<file path="src/verilog/bmm_map.svh">
// offsets, field positions, reset values and timing counts of the mode block
`ifndef BMM_MAP_SVH
`define BMM_MAP_SVH

`define BMM_ADDR_W 8
`define BMM_DATA_W 16
`define BMM_OFS_MODE_CTRL 8'h01
`define BMM_OFS_WDT_CTRL 8'h03
`define BMM_OFS_PROT_CFG 8'h11
`define BMM_OFS_OSC_CFG 8'h17
`define BMM_OFS_EXTERNAL_REGULATOR_CFG 8'h20
`define BMM_OFS_HOST_CTRL 8'h80
`define BMM_OFS_HOST_STAT 8'h81

`define BMM_RST_MODE_CTRL 16'h0780
`define BMM_RST_WDT_CTRL 16'h0000
`define BMM_RST_PROT_CFG 16'h0000
`define BMM_RST_OSC_CFG 16'h0000
`define BMM_RST_EXTERNAL_REGULATOR_CFG 16'h0000

`define BMM_BIT_SHUTDOWN_REQ 1
`define BMM_BIT_SLEEP_REQ 2
`define BMM_BIT_LOW_POWER_REQ 3
`define BMM_BIT_STANDBY_REQ 4
`define BMM_BIT_CHG_WAKE_LP 7
`define BMM_BIT_LOAD_WAKE_LP 8
`define BMM_BIT_CHG_WAKE_SLP 9
`define BMM_BIT_LOAD_WAKE_SLP 10
`define BMM_BIT_WDT_EN 12
`define BMM_BIT_STANDBY_WATCHDOG_ENABLE 14
`define BMM_BIT_THERMAL_MASK 13
`define BMM_BIT_CORE_OV_MASK 14
`define BMM_BIT_EXTREG_OV_MASK 2
`define BMM_BIT_EXTREG_UV_MASK 1
`define BMM_BIT_OSC_KEEP 14
`define BMM_BIT_HOST_SEN_GO 0
`define BMM_BIT_HOST_SHUTDOWN_PIN_GO 1

`define BMM_CLK_KHZ 50000
`define BMM_WAKE_US 2000
`define BMM_SEN_US 3000
`define BMM_SHUTDOWN_PIN_US 1000
`define BMM_BOOT_US 5000
`define BMM_WAKE_CYC ((`BMM_WAKE_US * `BMM_CLK_KHZ + 999) / 1000)
`define BMM_SEN_CYC ((`BMM_SEN_US * `BMM_CLK_KHZ + 999) / 1000)
`define BMM_SHUTDOWN_PIN_CYC ((`BMM_SHUTDOWN_PIN_US * `BMM_CLK_KHZ + 999) / 1000)
`define BMM_BOOT_CYC ((`BMM_BOOT_US * `BMM_CLK_KHZ + 999) / 1000)
`define BMM_CNT_W 18

`endif

</file>
<file path="src/verilog/bmm_pkg.sv">
// types shared by both ends of the mode link
package bmm_pkg;
  typedef enum logic [2:0] {
    BMM_ACTIVE = 3'b000,
    BMM_LOW_POWER = 3'b001,
    BMM_STANDBY = 3'b010,
    BMM_SLEEP = 3'b011,
    BMM_SHUTDOWN = 3'b100
  } bmm_mode_t;
endpackage

</file>
<file path="src/verilog/bmm_if.sv">
// link between controller and monitor: register port, mode pins, mode status
`timescale 1ns/1ps
`include "bmm_map.svh"
interface bmm_if;
  import bmm_pkg::*;
  logic [`BMM_ADDR_W-1:0] reg_addr;
  logic [`BMM_DATA_W-1:0] reg_wdata;
  logic reg_wr;
  logic reg_rd;
  logic [`BMM_DATA_W-1:0] reg_rdata;
  logic shutdown_pin;
  logic standby_exit_pin;
  logic comm_on;
  bmm_mode_t dev_mode;

  modport dev (
    input reg_addr, reg_wdata, reg_wr, reg_rd, shutdown_pin, standby_exit_pin,
    output reg_rdata, comm_on, dev_mode
  );
  modport host (
    output reg_addr, reg_wdata, reg_wr, reg_rd, shutdown_pin, standby_exit_pin,
    input reg_rdata, comm_on, dev_mode
  );
endinterface

</file>
<file path="src/verilog/bmm_device.sv">
// monitor end: operating-mode state machine with its configuration registers
`timescale 1ns/1ps
`include "bmm_map.svh"
module bmm_device import bmm_pkg::*; #(
  parameter int WAKE_CYC = `BMM_WAKE_CYC,
  parameter int SEN_CYC = `BMM_SEN_CYC,
  parameter int SHUTDOWN_PIN_CYC = `BMM_SHUTDOWN_PIN_CYC
) (
  input wire logic CLK_I,
  input wire logic RSTN_I,
  bmm_if.dev LINK,
  input wire logic CHARGER_DETECT_PIN_I,
  input wire logic LOAD_DETECT_PIN_I,
  input wire logic WDT_TIMEOUT_I,
  input wire logic THERMAL_SHUTDOWN_I,
  input wire logic OV_SUPPLY_5V5_I,
  input wire logic OV_SUPPLY_1V8_I,
  input wire logic UV_SUPPLY_5V5_I,
  input wire logic OV_EXTERNAL_REGULATOR_I,
  input wire logic UV_EXTERNAL_REGULATOR_I,
  output logic [2:0] MODE_O,
  output logic MEAS_EN_O,
  output logic PROT_EN_O,
  output logic FET_ON_O,
  output logic COMM_ON_O
);
  localparam int CW = `BMM_CNT_W;

  // held-level counter: saturates one below the limit
  function automatic logic [CW-1:0] held_step(input logic lvl, input logic [CW-1:0] c,
                                               input int lim);
    held_step = (lvl && c < CW'(lim - 1)) ? c + CW'(1) : (lvl ? c : '0);
  endfunction

  function automatic logic held_done(input logic lvl, input logic [CW-1:0] c, input int lim);
    held_done = lvl && c == CW'(lim - 1);
  endfunction

  bmm_mode_t mode_r, mode_nxt;
  logic [15:0] mc_r, mc_nxt, wd_r, ps_r, os_r, rp_r, rdata_r;
  logic [2:0] chg_s_r, load_s_r;
  logic [CW-1:0] chg_cnt_r, load_cnt_r, shutdown_pin_cnt_r, sen_cnt_r;
  logic clr_lp, clr_stb, clr_slp;
  logic meas_r, prot_r, fet_r, comm_r;

  // pin synchronisers; second and third stage must agree
  wire chg_hi = chg_s_r[1] & chg_s_r[2];
  wire chg_lo = ~chg_s_r[1] & ~chg_s_r[2];
  wire load_lo = ~load_s_r[1] & ~load_s_r[2];

  wire chg_fire = held_done(chg_hi, chg_cnt_r, WAKE_CYC);
  wire load_fire = held_done(load_lo, load_cnt_r, WAKE_CYC);
  wire shutdown_pin_fire = held_done(LINK.shutdown_pin, shutdown_pin_cnt_r, SHUTDOWN_PIN_CYC);
  wire sen_fire = held_done(LINK.standby_exit_pin, sen_cnt_r, SEN_CYC);

  // register port decode, only while comms are up
  wire acc_wr = LINK.reg_wr & comm_r;
  wire acc_rd = LINK.reg_rd & comm_r;
  wire hit_mc = LINK.reg_addr == `BMM_OFS_MODE_CTRL;
  wire hit_wd = LINK.reg_addr == `BMM_OFS_WDT_CTRL;
  wire hit_ps = LINK.reg_addr == `BMM_OFS_PROT_CFG;
  wire hit_os = LINK.reg_addr == `BMM_OFS_OSC_CFG;
  wire hit_rp = LINK.reg_addr == `BMM_OFS_EXTERNAL_REGULATOR_CFG;
  wire [15:0] rd_val = hit_mc ? mc_r : hit_wd ? wd_r : hit_ps ? ps_r :
                       hit_os ? os_r : hit_rp ? rp_r : 16'h0000;

  wire req_lp = mc_r[`BMM_BIT_LOW_POWER_REQ];
  wire req_stb = mc_r[`BMM_BIT_STANDBY_REQ];
  wire req_slp = mc_r[`BMM_BIT_SLEEP_REQ];
  wire req_shutdown_pin = mc_r[`BMM_BIT_SHUTDOWN_REQ];
  wire chg_lp_en = mc_r[`BMM_BIT_CHG_WAKE_LP];
  wire load_lp_en = mc_r[`BMM_BIT_LOAD_WAKE_LP];
  wire load_slp_en = mc_r[`BMM_BIT_LOAD_WAKE_SLP];
  // both sleep enables clear still leaves charger wake on
  wire chg_slp_en = mc_r[`BMM_BIT_CHG_WAKE_SLP] | ~load_slp_en;

  wire in_sleep = mode_r == BMM_SLEEP;
  wire in_stb = mode_r == BMM_STANDBY;
  wire sleep_prot = ~in_sleep | os_r[`BMM_BIT_OSC_KEEP];
  wire wdt_cause = WDT_TIMEOUT_I & wd_r[`BMM_BIT_WDT_EN] & ~in_sleep &
                   (~in_stb | wd_r[`BMM_BIT_STANDBY_WATCHDOG_ENABLE]);
  wire tsd_cause = THERMAL_SHUTDOWN_I & ~ps_r[`BMM_BIT_THERMAL_MASK] & sleep_prot;
  wire ov_cause = sleep_prot & (((OV_SUPPLY_5V5_I | OV_SUPPLY_1V8_I) &
                  ~ps_r[`BMM_BIT_CORE_OV_MASK]) |
                  (OV_EXTERNAL_REGULATOR_I & ~rp_r[`BMM_BIT_EXTREG_OV_MASK]));
  wire uv_cause = UV_SUPPLY_5V5_I |
                  (UV_EXTERNAL_REGULATOR_I & ~rp_r[`BMM_BIT_EXTREG_UV_MASK]);
  // automatic causes and the request bit only with no charger present
  wire auto_shutdown_pin = chg_lo & (wdt_cause | tsd_cause | ov_cause | uv_cause);
  wire req_shutdown_pin_ok = chg_lo & req_shutdown_pin & ~in_stb & ~in_sleep;
  wire go_shutdown_pin = shutdown_pin_fire | auto_shutdown_pin | req_shutdown_pin_ok;
  wire lp_wake = (chg_fire & chg_lp_en) | (load_fire & load_lp_en);
  wire slp_wake = (chg_fire & chg_slp_en) | (load_fire & load_slp_en);

  always_comb begin
    mode_nxt = mode_r;
    clr_lp = 1'b0;
    clr_stb = 1'b0;
    clr_slp = 1'b0;
    unique case (mode_r)
      BMM_ACTIVE: begin
        if (go_shutdown_pin) begin
          mode_nxt = BMM_SHUTDOWN;
        end else if (req_lp) begin
          mode_nxt = BMM_LOW_POWER;
        end else if (req_stb) begin
          mode_nxt = BMM_STANDBY;
        end else if (req_slp) begin
          mode_nxt = BMM_SLEEP;
        end
      end
      BMM_LOW_POWER: begin
        if (go_shutdown_pin) begin
          mode_nxt = BMM_SHUTDOWN;
        end else if (!req_lp) begin
          mode_nxt = BMM_ACTIVE;
        end else if (lp_wake) begin
          mode_nxt = BMM_ACTIVE;
          clr_lp = 1'b1;
        end
      end
      BMM_STANDBY: begin
        if (go_shutdown_pin) begin
          mode_nxt = BMM_SHUTDOWN;
        end else if (sen_fire || lp_wake) begin
          mode_nxt = BMM_ACTIVE;
          clr_stb = 1'b1;
        end
      end
      BMM_SLEEP: begin
        if (go_shutdown_pin) begin
          mode_nxt = BMM_SHUTDOWN;
        end else if (slp_wake) begin
          mode_nxt = BMM_ACTIVE;
          clr_slp = 1'b1;
        end
      end
      BMM_SHUTDOWN: begin
        mode_nxt = BMM_SHUTDOWN;
      end
      default: begin
        mode_nxt = BMM_SHUTDOWN;
      end
    endcase
  end

  // software write wins over a hardware clear in the same cycle
  always_comb begin
    mc_nxt = mc_r;
    if (acc_wr && hit_mc) begin
      mc_nxt = LINK.reg_wdata;
    end else begin
      if (clr_lp) mc_nxt[`BMM_BIT_LOW_POWER_REQ] = 1'b0;
      if (clr_stb) mc_nxt[`BMM_BIT_STANDBY_REQ] = 1'b0;
      if (clr_slp) mc_nxt[`BMM_BIT_SLEEP_REQ] = 1'b0;
    end
  end

  always_ff @(posedge CLK_I or negedge RSTN_I) begin
    if (!RSTN_I) begin
      chg_s_r <= 3'h0;
      load_s_r <= 3'h7;
      chg_cnt_r <= '0;
      load_cnt_r <= '0;
      shutdown_pin_cnt_r <= '0;
      sen_cnt_r <= '0;
    end else begin
      chg_s_r <= {chg_s_r[1:0], CHARGER_DETECT_PIN_I};
      load_s_r <= {load_s_r[1:0], LOAD_DETECT_PIN_I};
      chg_cnt_r <= held_step(chg_hi, chg_cnt_r, WAKE_CYC);
      load_cnt_r <= held_step(load_lo, load_cnt_r, WAKE_CYC);
      shutdown_pin_cnt_r <= held_step(LINK.shutdown_pin, shutdown_pin_cnt_r, SHUTDOWN_PIN_CYC);
      sen_cnt_r <= held_step(LINK.standby_exit_pin, sen_cnt_r, SEN_CYC);
    end
  end

  // registers change only by writes and reset, except the mode request bits that a wake clears
  always_ff @(posedge CLK_I or negedge RSTN_I) begin
    if (!RSTN_I) begin
      mc_r <= `BMM_RST_MODE_CTRL;
      wd_r <= `BMM_RST_WDT_CTRL;
      ps_r <= `BMM_RST_PROT_CFG;
      os_r <= `BMM_RST_OSC_CFG;
      rp_r <= `BMM_RST_EXTERNAL_REGULATOR_CFG;
      rdata_r <= 16'h0000;
    end else begin
      mc_r <= mc_nxt;
      if (acc_wr && hit_wd) wd_r <= LINK.reg_wdata;
      if (acc_wr && hit_ps) ps_r <= LINK.reg_wdata;
      if (acc_wr && hit_os) os_r <= LINK.reg_wdata;
      if (acc_wr && hit_rp) rp_r <= LINK.reg_wdata;
      rdata_r <= acc_rd ? rd_val : 16'h0000;
    end
  end

  always_ff @(posedge CLK_I or negedge RSTN_I) begin
    if (!RSTN_I) begin
      mode_r <= BMM_ACTIVE;
      meas_r <= 1'b1;
      prot_r <= 1'b1;
      fet_r <= 1'b1;
      comm_r <= 1'b1;
    end else begin
      mode_r <= mode_nxt;
      meas_r <= mode_nxt == BMM_ACTIVE || mode_nxt == BMM_LOW_POWER;
      prot_r <= mode_nxt != BMM_SLEEP && mode_nxt != BMM_SHUTDOWN;
      fet_r <= mode_nxt != BMM_SLEEP && mode_nxt != BMM_SHUTDOWN;
      comm_r <= mode_nxt == BMM_ACTIVE || mode_nxt == BMM_LOW_POWER;
    end
  end

  assign LINK.reg_rdata = rdata_r;
  assign LINK.comm_on = comm_r;
  assign LINK.dev_mode = mode_r;
  assign MODE_O = mode_r;
  assign MEAS_EN_O = meas_r;
  assign PROT_EN_O = prot_r;
  assign FET_ON_O = fet_r;
  assign COMM_ON_O = comm_r;
endmodule

</file>
<file path="src/flat_wrapper.sv">
// flat-port wrapper written by rule: the top's interface ports become plain ports
module bmm_device_flat import bmm_pkg::*;
#(
  parameter int WAKE_CYC = `BMM_WAKE_CYC,
  parameter int SEN_CYC = `BMM_SEN_CYC,
  parameter int SHUTDOWN_PIN_CYC = `BMM_SHUTDOWN_PIN_CYC
)
  (CLK_I, RSTN_I, CHARGER_DETECT_PIN_I, LOAD_DETECT_PIN_I, WDT_TIMEOUT_I, THERMAL_SHUTDOWN_I, OV_SUPPLY_5V5_I, OV_SUPPLY_1V8_I, UV_SUPPLY_5V5_I, OV_EXTERNAL_REGULATOR_I, UV_EXTERNAL_REGULATOR_I, MODE_O, MEAS_EN_O, PROT_EN_O, FET_ON_O, COMM_ON_O, LINK_reg_addr, LINK_reg_wdata, LINK_reg_wr, LINK_reg_rd, LINK_shutdown_pin, LINK_standby_exit_pin, LINK_reg_rdata, LINK_comm_on, LINK_dev_mode);
  bmm_if LINK_i ();
  input wire logic CLK_I;
  input wire logic RSTN_I;
  input wire logic CHARGER_DETECT_PIN_I;
  input wire logic LOAD_DETECT_PIN_I;
  input wire logic WDT_TIMEOUT_I;
  input wire logic THERMAL_SHUTDOWN_I;
  input wire logic OV_SUPPLY_5V5_I;
  input wire logic OV_SUPPLY_1V8_I;
  input wire logic UV_SUPPLY_5V5_I;
  input wire logic OV_EXTERNAL_REGULATOR_I;
  input wire logic UV_EXTERNAL_REGULATOR_I;
  output logic [2:0] MODE_O;
  output logic MEAS_EN_O;
  output logic PROT_EN_O;
  output logic FET_ON_O;
  output logic COMM_ON_O;
  input wire logic [$bits(LINK_i.reg_addr)-1:0] LINK_reg_addr;
  input wire logic [$bits(LINK_i.reg_wdata)-1:0] LINK_reg_wdata;
  input wire logic [$bits(LINK_i.reg_wr)-1:0] LINK_reg_wr;
  input wire logic [$bits(LINK_i.reg_rd)-1:0] LINK_reg_rd;
  input wire logic [$bits(LINK_i.shutdown_pin)-1:0] LINK_shutdown_pin;
  input wire logic [$bits(LINK_i.standby_exit_pin)-1:0] LINK_standby_exit_pin;
  output wire logic [$bits(LINK_i.reg_rdata)-1:0] LINK_reg_rdata;
  output wire logic [$bits(LINK_i.comm_on)-1:0] LINK_comm_on;
  output wire logic [$bits(LINK_i.dev_mode)-1:0] LINK_dev_mode;
  assign LINK_i.reg_addr = LINK_reg_addr;
  assign LINK_i.reg_wdata = LINK_reg_wdata;
  assign LINK_i.reg_wr = LINK_reg_wr;
  assign LINK_i.reg_rd = LINK_reg_rd;
  assign LINK_i.shutdown_pin = LINK_shutdown_pin;
  assign LINK_i.standby_exit_pin = LINK_standby_exit_pin;
  assign LINK_reg_rdata = LINK_i.reg_rdata;
  assign LINK_comm_on = LINK_i.comm_on;
  assign LINK_dev_mode = LINK_i.dev_mode;
  bmm_device #(.WAKE_CYC(WAKE_CYC), .SEN_CYC(SEN_CYC), .SHUTDOWN_PIN_CYC(SHUTDOWN_PIN_CYC)) u_core (.CLK_I(CLK_I), .RSTN_I(RSTN_I), .LINK(LINK_i), .CHARGER_DETECT_PIN_I(CHARGER_DETECT_PIN_I), .LOAD_DETECT_PIN_I(LOAD_DETECT_PIN_I), .WDT_TIMEOUT_I(WDT_TIMEOUT_I), .THERMAL_SHUTDOWN_I(THERMAL_SHUTDOWN_I), .OV_SUPPLY_5V5_I(OV_SUPPLY_5V5_I), .OV_SUPPLY_1V8_I(OV_SUPPLY_1V8_I), .UV_SUPPLY_5V5_I(UV_SUPPLY_5V5_I), .OV_EXTERNAL_REGULATOR_I(OV_EXTERNAL_REGULATOR_I), .UV_EXTERNAL_REGULATOR_I(UV_EXTERNAL_REGULATOR_I), .MODE_O(MODE_O), .MEAS_EN_O(MEAS_EN_O), .PROT_EN_O(PROT_EN_O), .FET_ON_O(FET_ON_O), .COMM_ON_O(COMM_ON_O));
endmodule
</file>
<file path="config.mk">
export PLATFORM = sky130hd
export DESIGN_NAME = bmm_device_flat
export DESIGN_NICKNAME = d
export VERILOG_FILES = /design/src/verilog/bmm_pkg.sv /design/src/verilog/bmm_if.sv /design/src/verilog/bmm_device.sv /design/src/flat_wrapper.sv
export VERILOG_INCLUDE_DIRS = /design/src /design/src/verilog
export SDC_FILE = /design/constraint.sdc
export NUM_CORES = 1
export LEC_CHECK = 0
export ABC_AREA = 1
export BUFFER_PORTS_ARGS = -buffer_cell sky130_fd_sc_hd__clkbuf_2
export CAP_MARGIN = 20
export CORE_ASPECT_RATIO = 1.1
export CORE_MARGIN = 4
export CORE_UTILIZATION = 65
export CTS_BUF_LIST = sky130_fd_sc_hd__clkbuf_4 sky130_fd_sc_hd__clkbuf_8
export DETAILED_ROUTE_END_ITERATION = 7
export PLACE_DENSITY = 0.87
export SLEW_MARGIN = 20
export SYNTH_ARGS = -nofsm -noshare
export SYNTH_HDL_FRONTEND = slang
export SYNTH_SLANG_ARGS = --single-unit
</file>
<file path="constraint.sdc">
create_clock -name CLK_I -period 5.3 [get_ports CLK_I]
set_input_delay 0.795 -clock CLK_I [delete_from_list [all_inputs] [get_ports CLK_I]]
set_output_delay 0.795 -clock CLK_I [all_outputs]
set_load 0.02 [all_outputs]
</file>
==> impl_metrics.ini <==
[flow_run]
max_cap_viol_count = 0

[die]
row_count = 45
die_h_um = 133
ios = 66
start_util_pct = 66.8
fp.dieW_um = 122
floorplan.die_area_um2 = 16300
core_area_um2 = 13900

[placement]
port_buffers = 65
dp_slack_ns = 2.21
place_hpwl_mm = 14.8
gp_congestion = 0.933

[detailed_routing]
vias = 7925
top_layer_used = met4
drt_iter0_drc = 816
met1Wirelength_mm = 8.87
wl_met3_mm = 1.18
drc = 0
wl_per_cell_um = 15.3
wirelength_mm = 21.1
via_per_inst = 5.74
dr.pass1.iters = 6
route.met2.wl_mm = 10.4
drtAntennaViolNets = 0

[sta]
setup_viol = 0
hold_viol_final = 0
rsz0062_at_grt = false
maxSlewHeadroom_pct = 26.9
setup_tns_ns = 0
period_share_pct = 50.6
max_freq_mhz = 373
skew_ns = 0.0101
drv_slew = 0
period_minus_slack_ns = 2.68
timing.final.ws_setup_ns = 2.62
tightest_slew_ns = 1.09

[logic_synthesis]
synth_edf_count = 0
syn_avg_cell_area_um2 = 8.19
synth_cells = 1135
syn_area_um2 = 9300
synth_cell_types = 49
ys_seq_elements = 179
synth_fp_nets = 1178
ys_seq_area_share_pct = 48.3
synth_ff_type = dfrtp_1
async_flop_share_pct = 100
yosys_warnings = 0

[worst_hold_path]
hp-class = input port to async pin

[setup_path]
critPathKind = input port to flip-flop
cp_max_fo = 32
critPathRequiredTime_ns = 5.67
arrival_ns = 3.05
critPathLaunchType = input port
crit_path_end_kind = flip-flop

[global_routing]
overflow = 0
antenna_found_initial = 0
grt_pass1_vias = 7565
grt_max_degree = 106
grt_pass1_wl_mm = 35.7
track_usage_pct = 27.2

[power_and_ir_drop]
peakVddDrop_v = 0.000168
static-leakage-power_nw = 4.55
power_density_nw_per_um2 = 249
p_total_w = 0.00251

[finish]
area_delta_synth_final_pct = 8.41
drive_above_1_share_pct = 14.1
final_nets = 1222
diodes = 0

[clocking]
clk_pin_slew_worst_paths_ns = 0.09
cts_num_sinks = 179
cts_setup_buffers = 0
ctsHtreeMaxLevel = 4
cts_tree = yes
numCtsBuffers = 17
cts_hold_buf = 0
post_cts_resized = 0
cts.path.max_buffers = 2
clkLatencyLatePin_ns = 0.47
ctsRootBufferMaster = clkbuf_8

[outcome]
outcome = finished clean
[sequential cells by signal (all words and copies together) (netlist names), 3 cells and up]
register,flops
u_core.ps_r,16
u_core.wd_r,16
u_core.rp_r,16
u_core.sen_cnt_r,18
u_core.os_r,16
u_core.chg_cnt_r,18
u_core.shutdown_pin_cnt_r,18
u_core.chg_s_r,3
u_core.load_cnt_r,18
u_core.mc_r,16
u_core.LINK.reg_rdata,16
u_core.load_s_r,3
u_core.LINK.dev_mode,3
[final timing paths]
path / from / endpoint / slack [ns] / cells after the start
worst max-delay path: LINK_reg_addr[5] / u_core.wd_r[11] / 2.62 / 6
worst min-delay path: RSTN_I / u_core.shutdown_pin_cnt_r[9] / 0.32 / 1
worst max register to register: u_core.shutdown_pin_cnt_r[0] / u_core.shutdown_pin_cnt_r[5] / 2.75 / 10
worst min register to register: u_core.chg_s_r[0] / u_core.chg_s_r[1] / 0.36 / 0
max in group asynchronous: RSTN_I / u_core.mc_r[8] / 4.02 / 2
min in group CLK_I: u_core.chg_s_r[0] / u_core.chg_s_r[1] / 0.36 / 0
[power by group]
part | internal, W | total [W] | switching, W
Combinational | 0.0000318 | 0.000111 | 0.0000796
Clock | 0.000497 | 0.00100 | 0.000503
Sequential | 0.00138 | 0.00140 | 0.0000141
[through the flow]
stage	area, um2	std cells	hold slack [ns]	util (%)
6_report	10100	1380	0.320	72.5
5_1_grt	10100	1380	0.366	72.5
4_1_cts	10100	1380	0.343	72.5
3_5_place_dp	9640	1348	0.339	69.3
3_3_place_gp	9640	1348	0.334	69.3
2_1_floorplan	9300	1135	0.331	-
[logic make-up (layout without fill, tap and decap cells)]
kind of cell | count (synthesis) | in the layout | share of synthesized area (%)
compound gates | 201 | 201 | 13.7
flops | 179 | 179 | 48.3
simple gates | 556 | 556 | 26.9
fa+ha+maj | 4 | 4 | 0.538
buf+inv | 163 | 220 | 7.48
xor+xnor | 32 | 32 | 3.02
[area by class of cell]
class | count | area [um2]
clock buffer | 19 | 262
clock inverter | 13 | 171
fill | 1099 | 3830
inverter | 122 | 458
multi-input combinational | 793 | 4110
sequential | 179 | 4490
tap | 188 | 235
timing repair buffer | 66 | 352
[metal layers]
layer,up-vias,global-route usage [%]
met1,3751,35.9
met5,-,0
met2,278,44.6
met4,0,11.2
li1,3837,-
met3,59,4.59
[layout by cell type (no fill, tap or decap), types with 7 or more instances in the layout]
cell type	instances
nand4_1	23
o21ai_0	121
nand2_1	274
a41oi_1	8
xor2_1	30
nand3_1	98
nor2_1	89
a211oi_1	7
clkbuf_8	19
a21oi_1	24
nor3_1	30
dfrtp_1	170
dfstp_2	9
o22ai_2	10
clkbuf_2	64
inv_1	118
[Yosys cell counts (all sizes together), types with 2 or more instances]
cell | count | area, um2
o21a | 3 | 22.5
nor3b | 3 | 38.8
nor3 | 35 | 200
a21oi | 27 | 154
or2 | 6 | 37.5
dfstp | 9 | 236
o31ai | 10 | 114
buf | 26 | 181
inv | 122 | 458
ha | 4 | 50.1
a211oi | 7 | 52.6
nand2 | 281 | 1080
nand4 | 24 | 156
a41oi | 8 | 70.1
nand3 | 103 | 541
clkbuf | 15 | 56.3
xnor2 | 2 | 17.5
nor2 | 97 | 404
o21bai | 2 | 15.0
o22ai | 11 | 145
xor2 | 30 | 263
nor4 | 6 | 37.5
dfrtp | 170 | 4250
o21ai | 127 | 636
[worst max-delay path: stages]
cell and delay, ns:
clkbuf_2 0.10, inv_1 0.17, nand3_1 0.16, nor3_2 0.63, nand2_1 0.78, o21ai_0 0.41
Power figures use the tool's default switching activity.
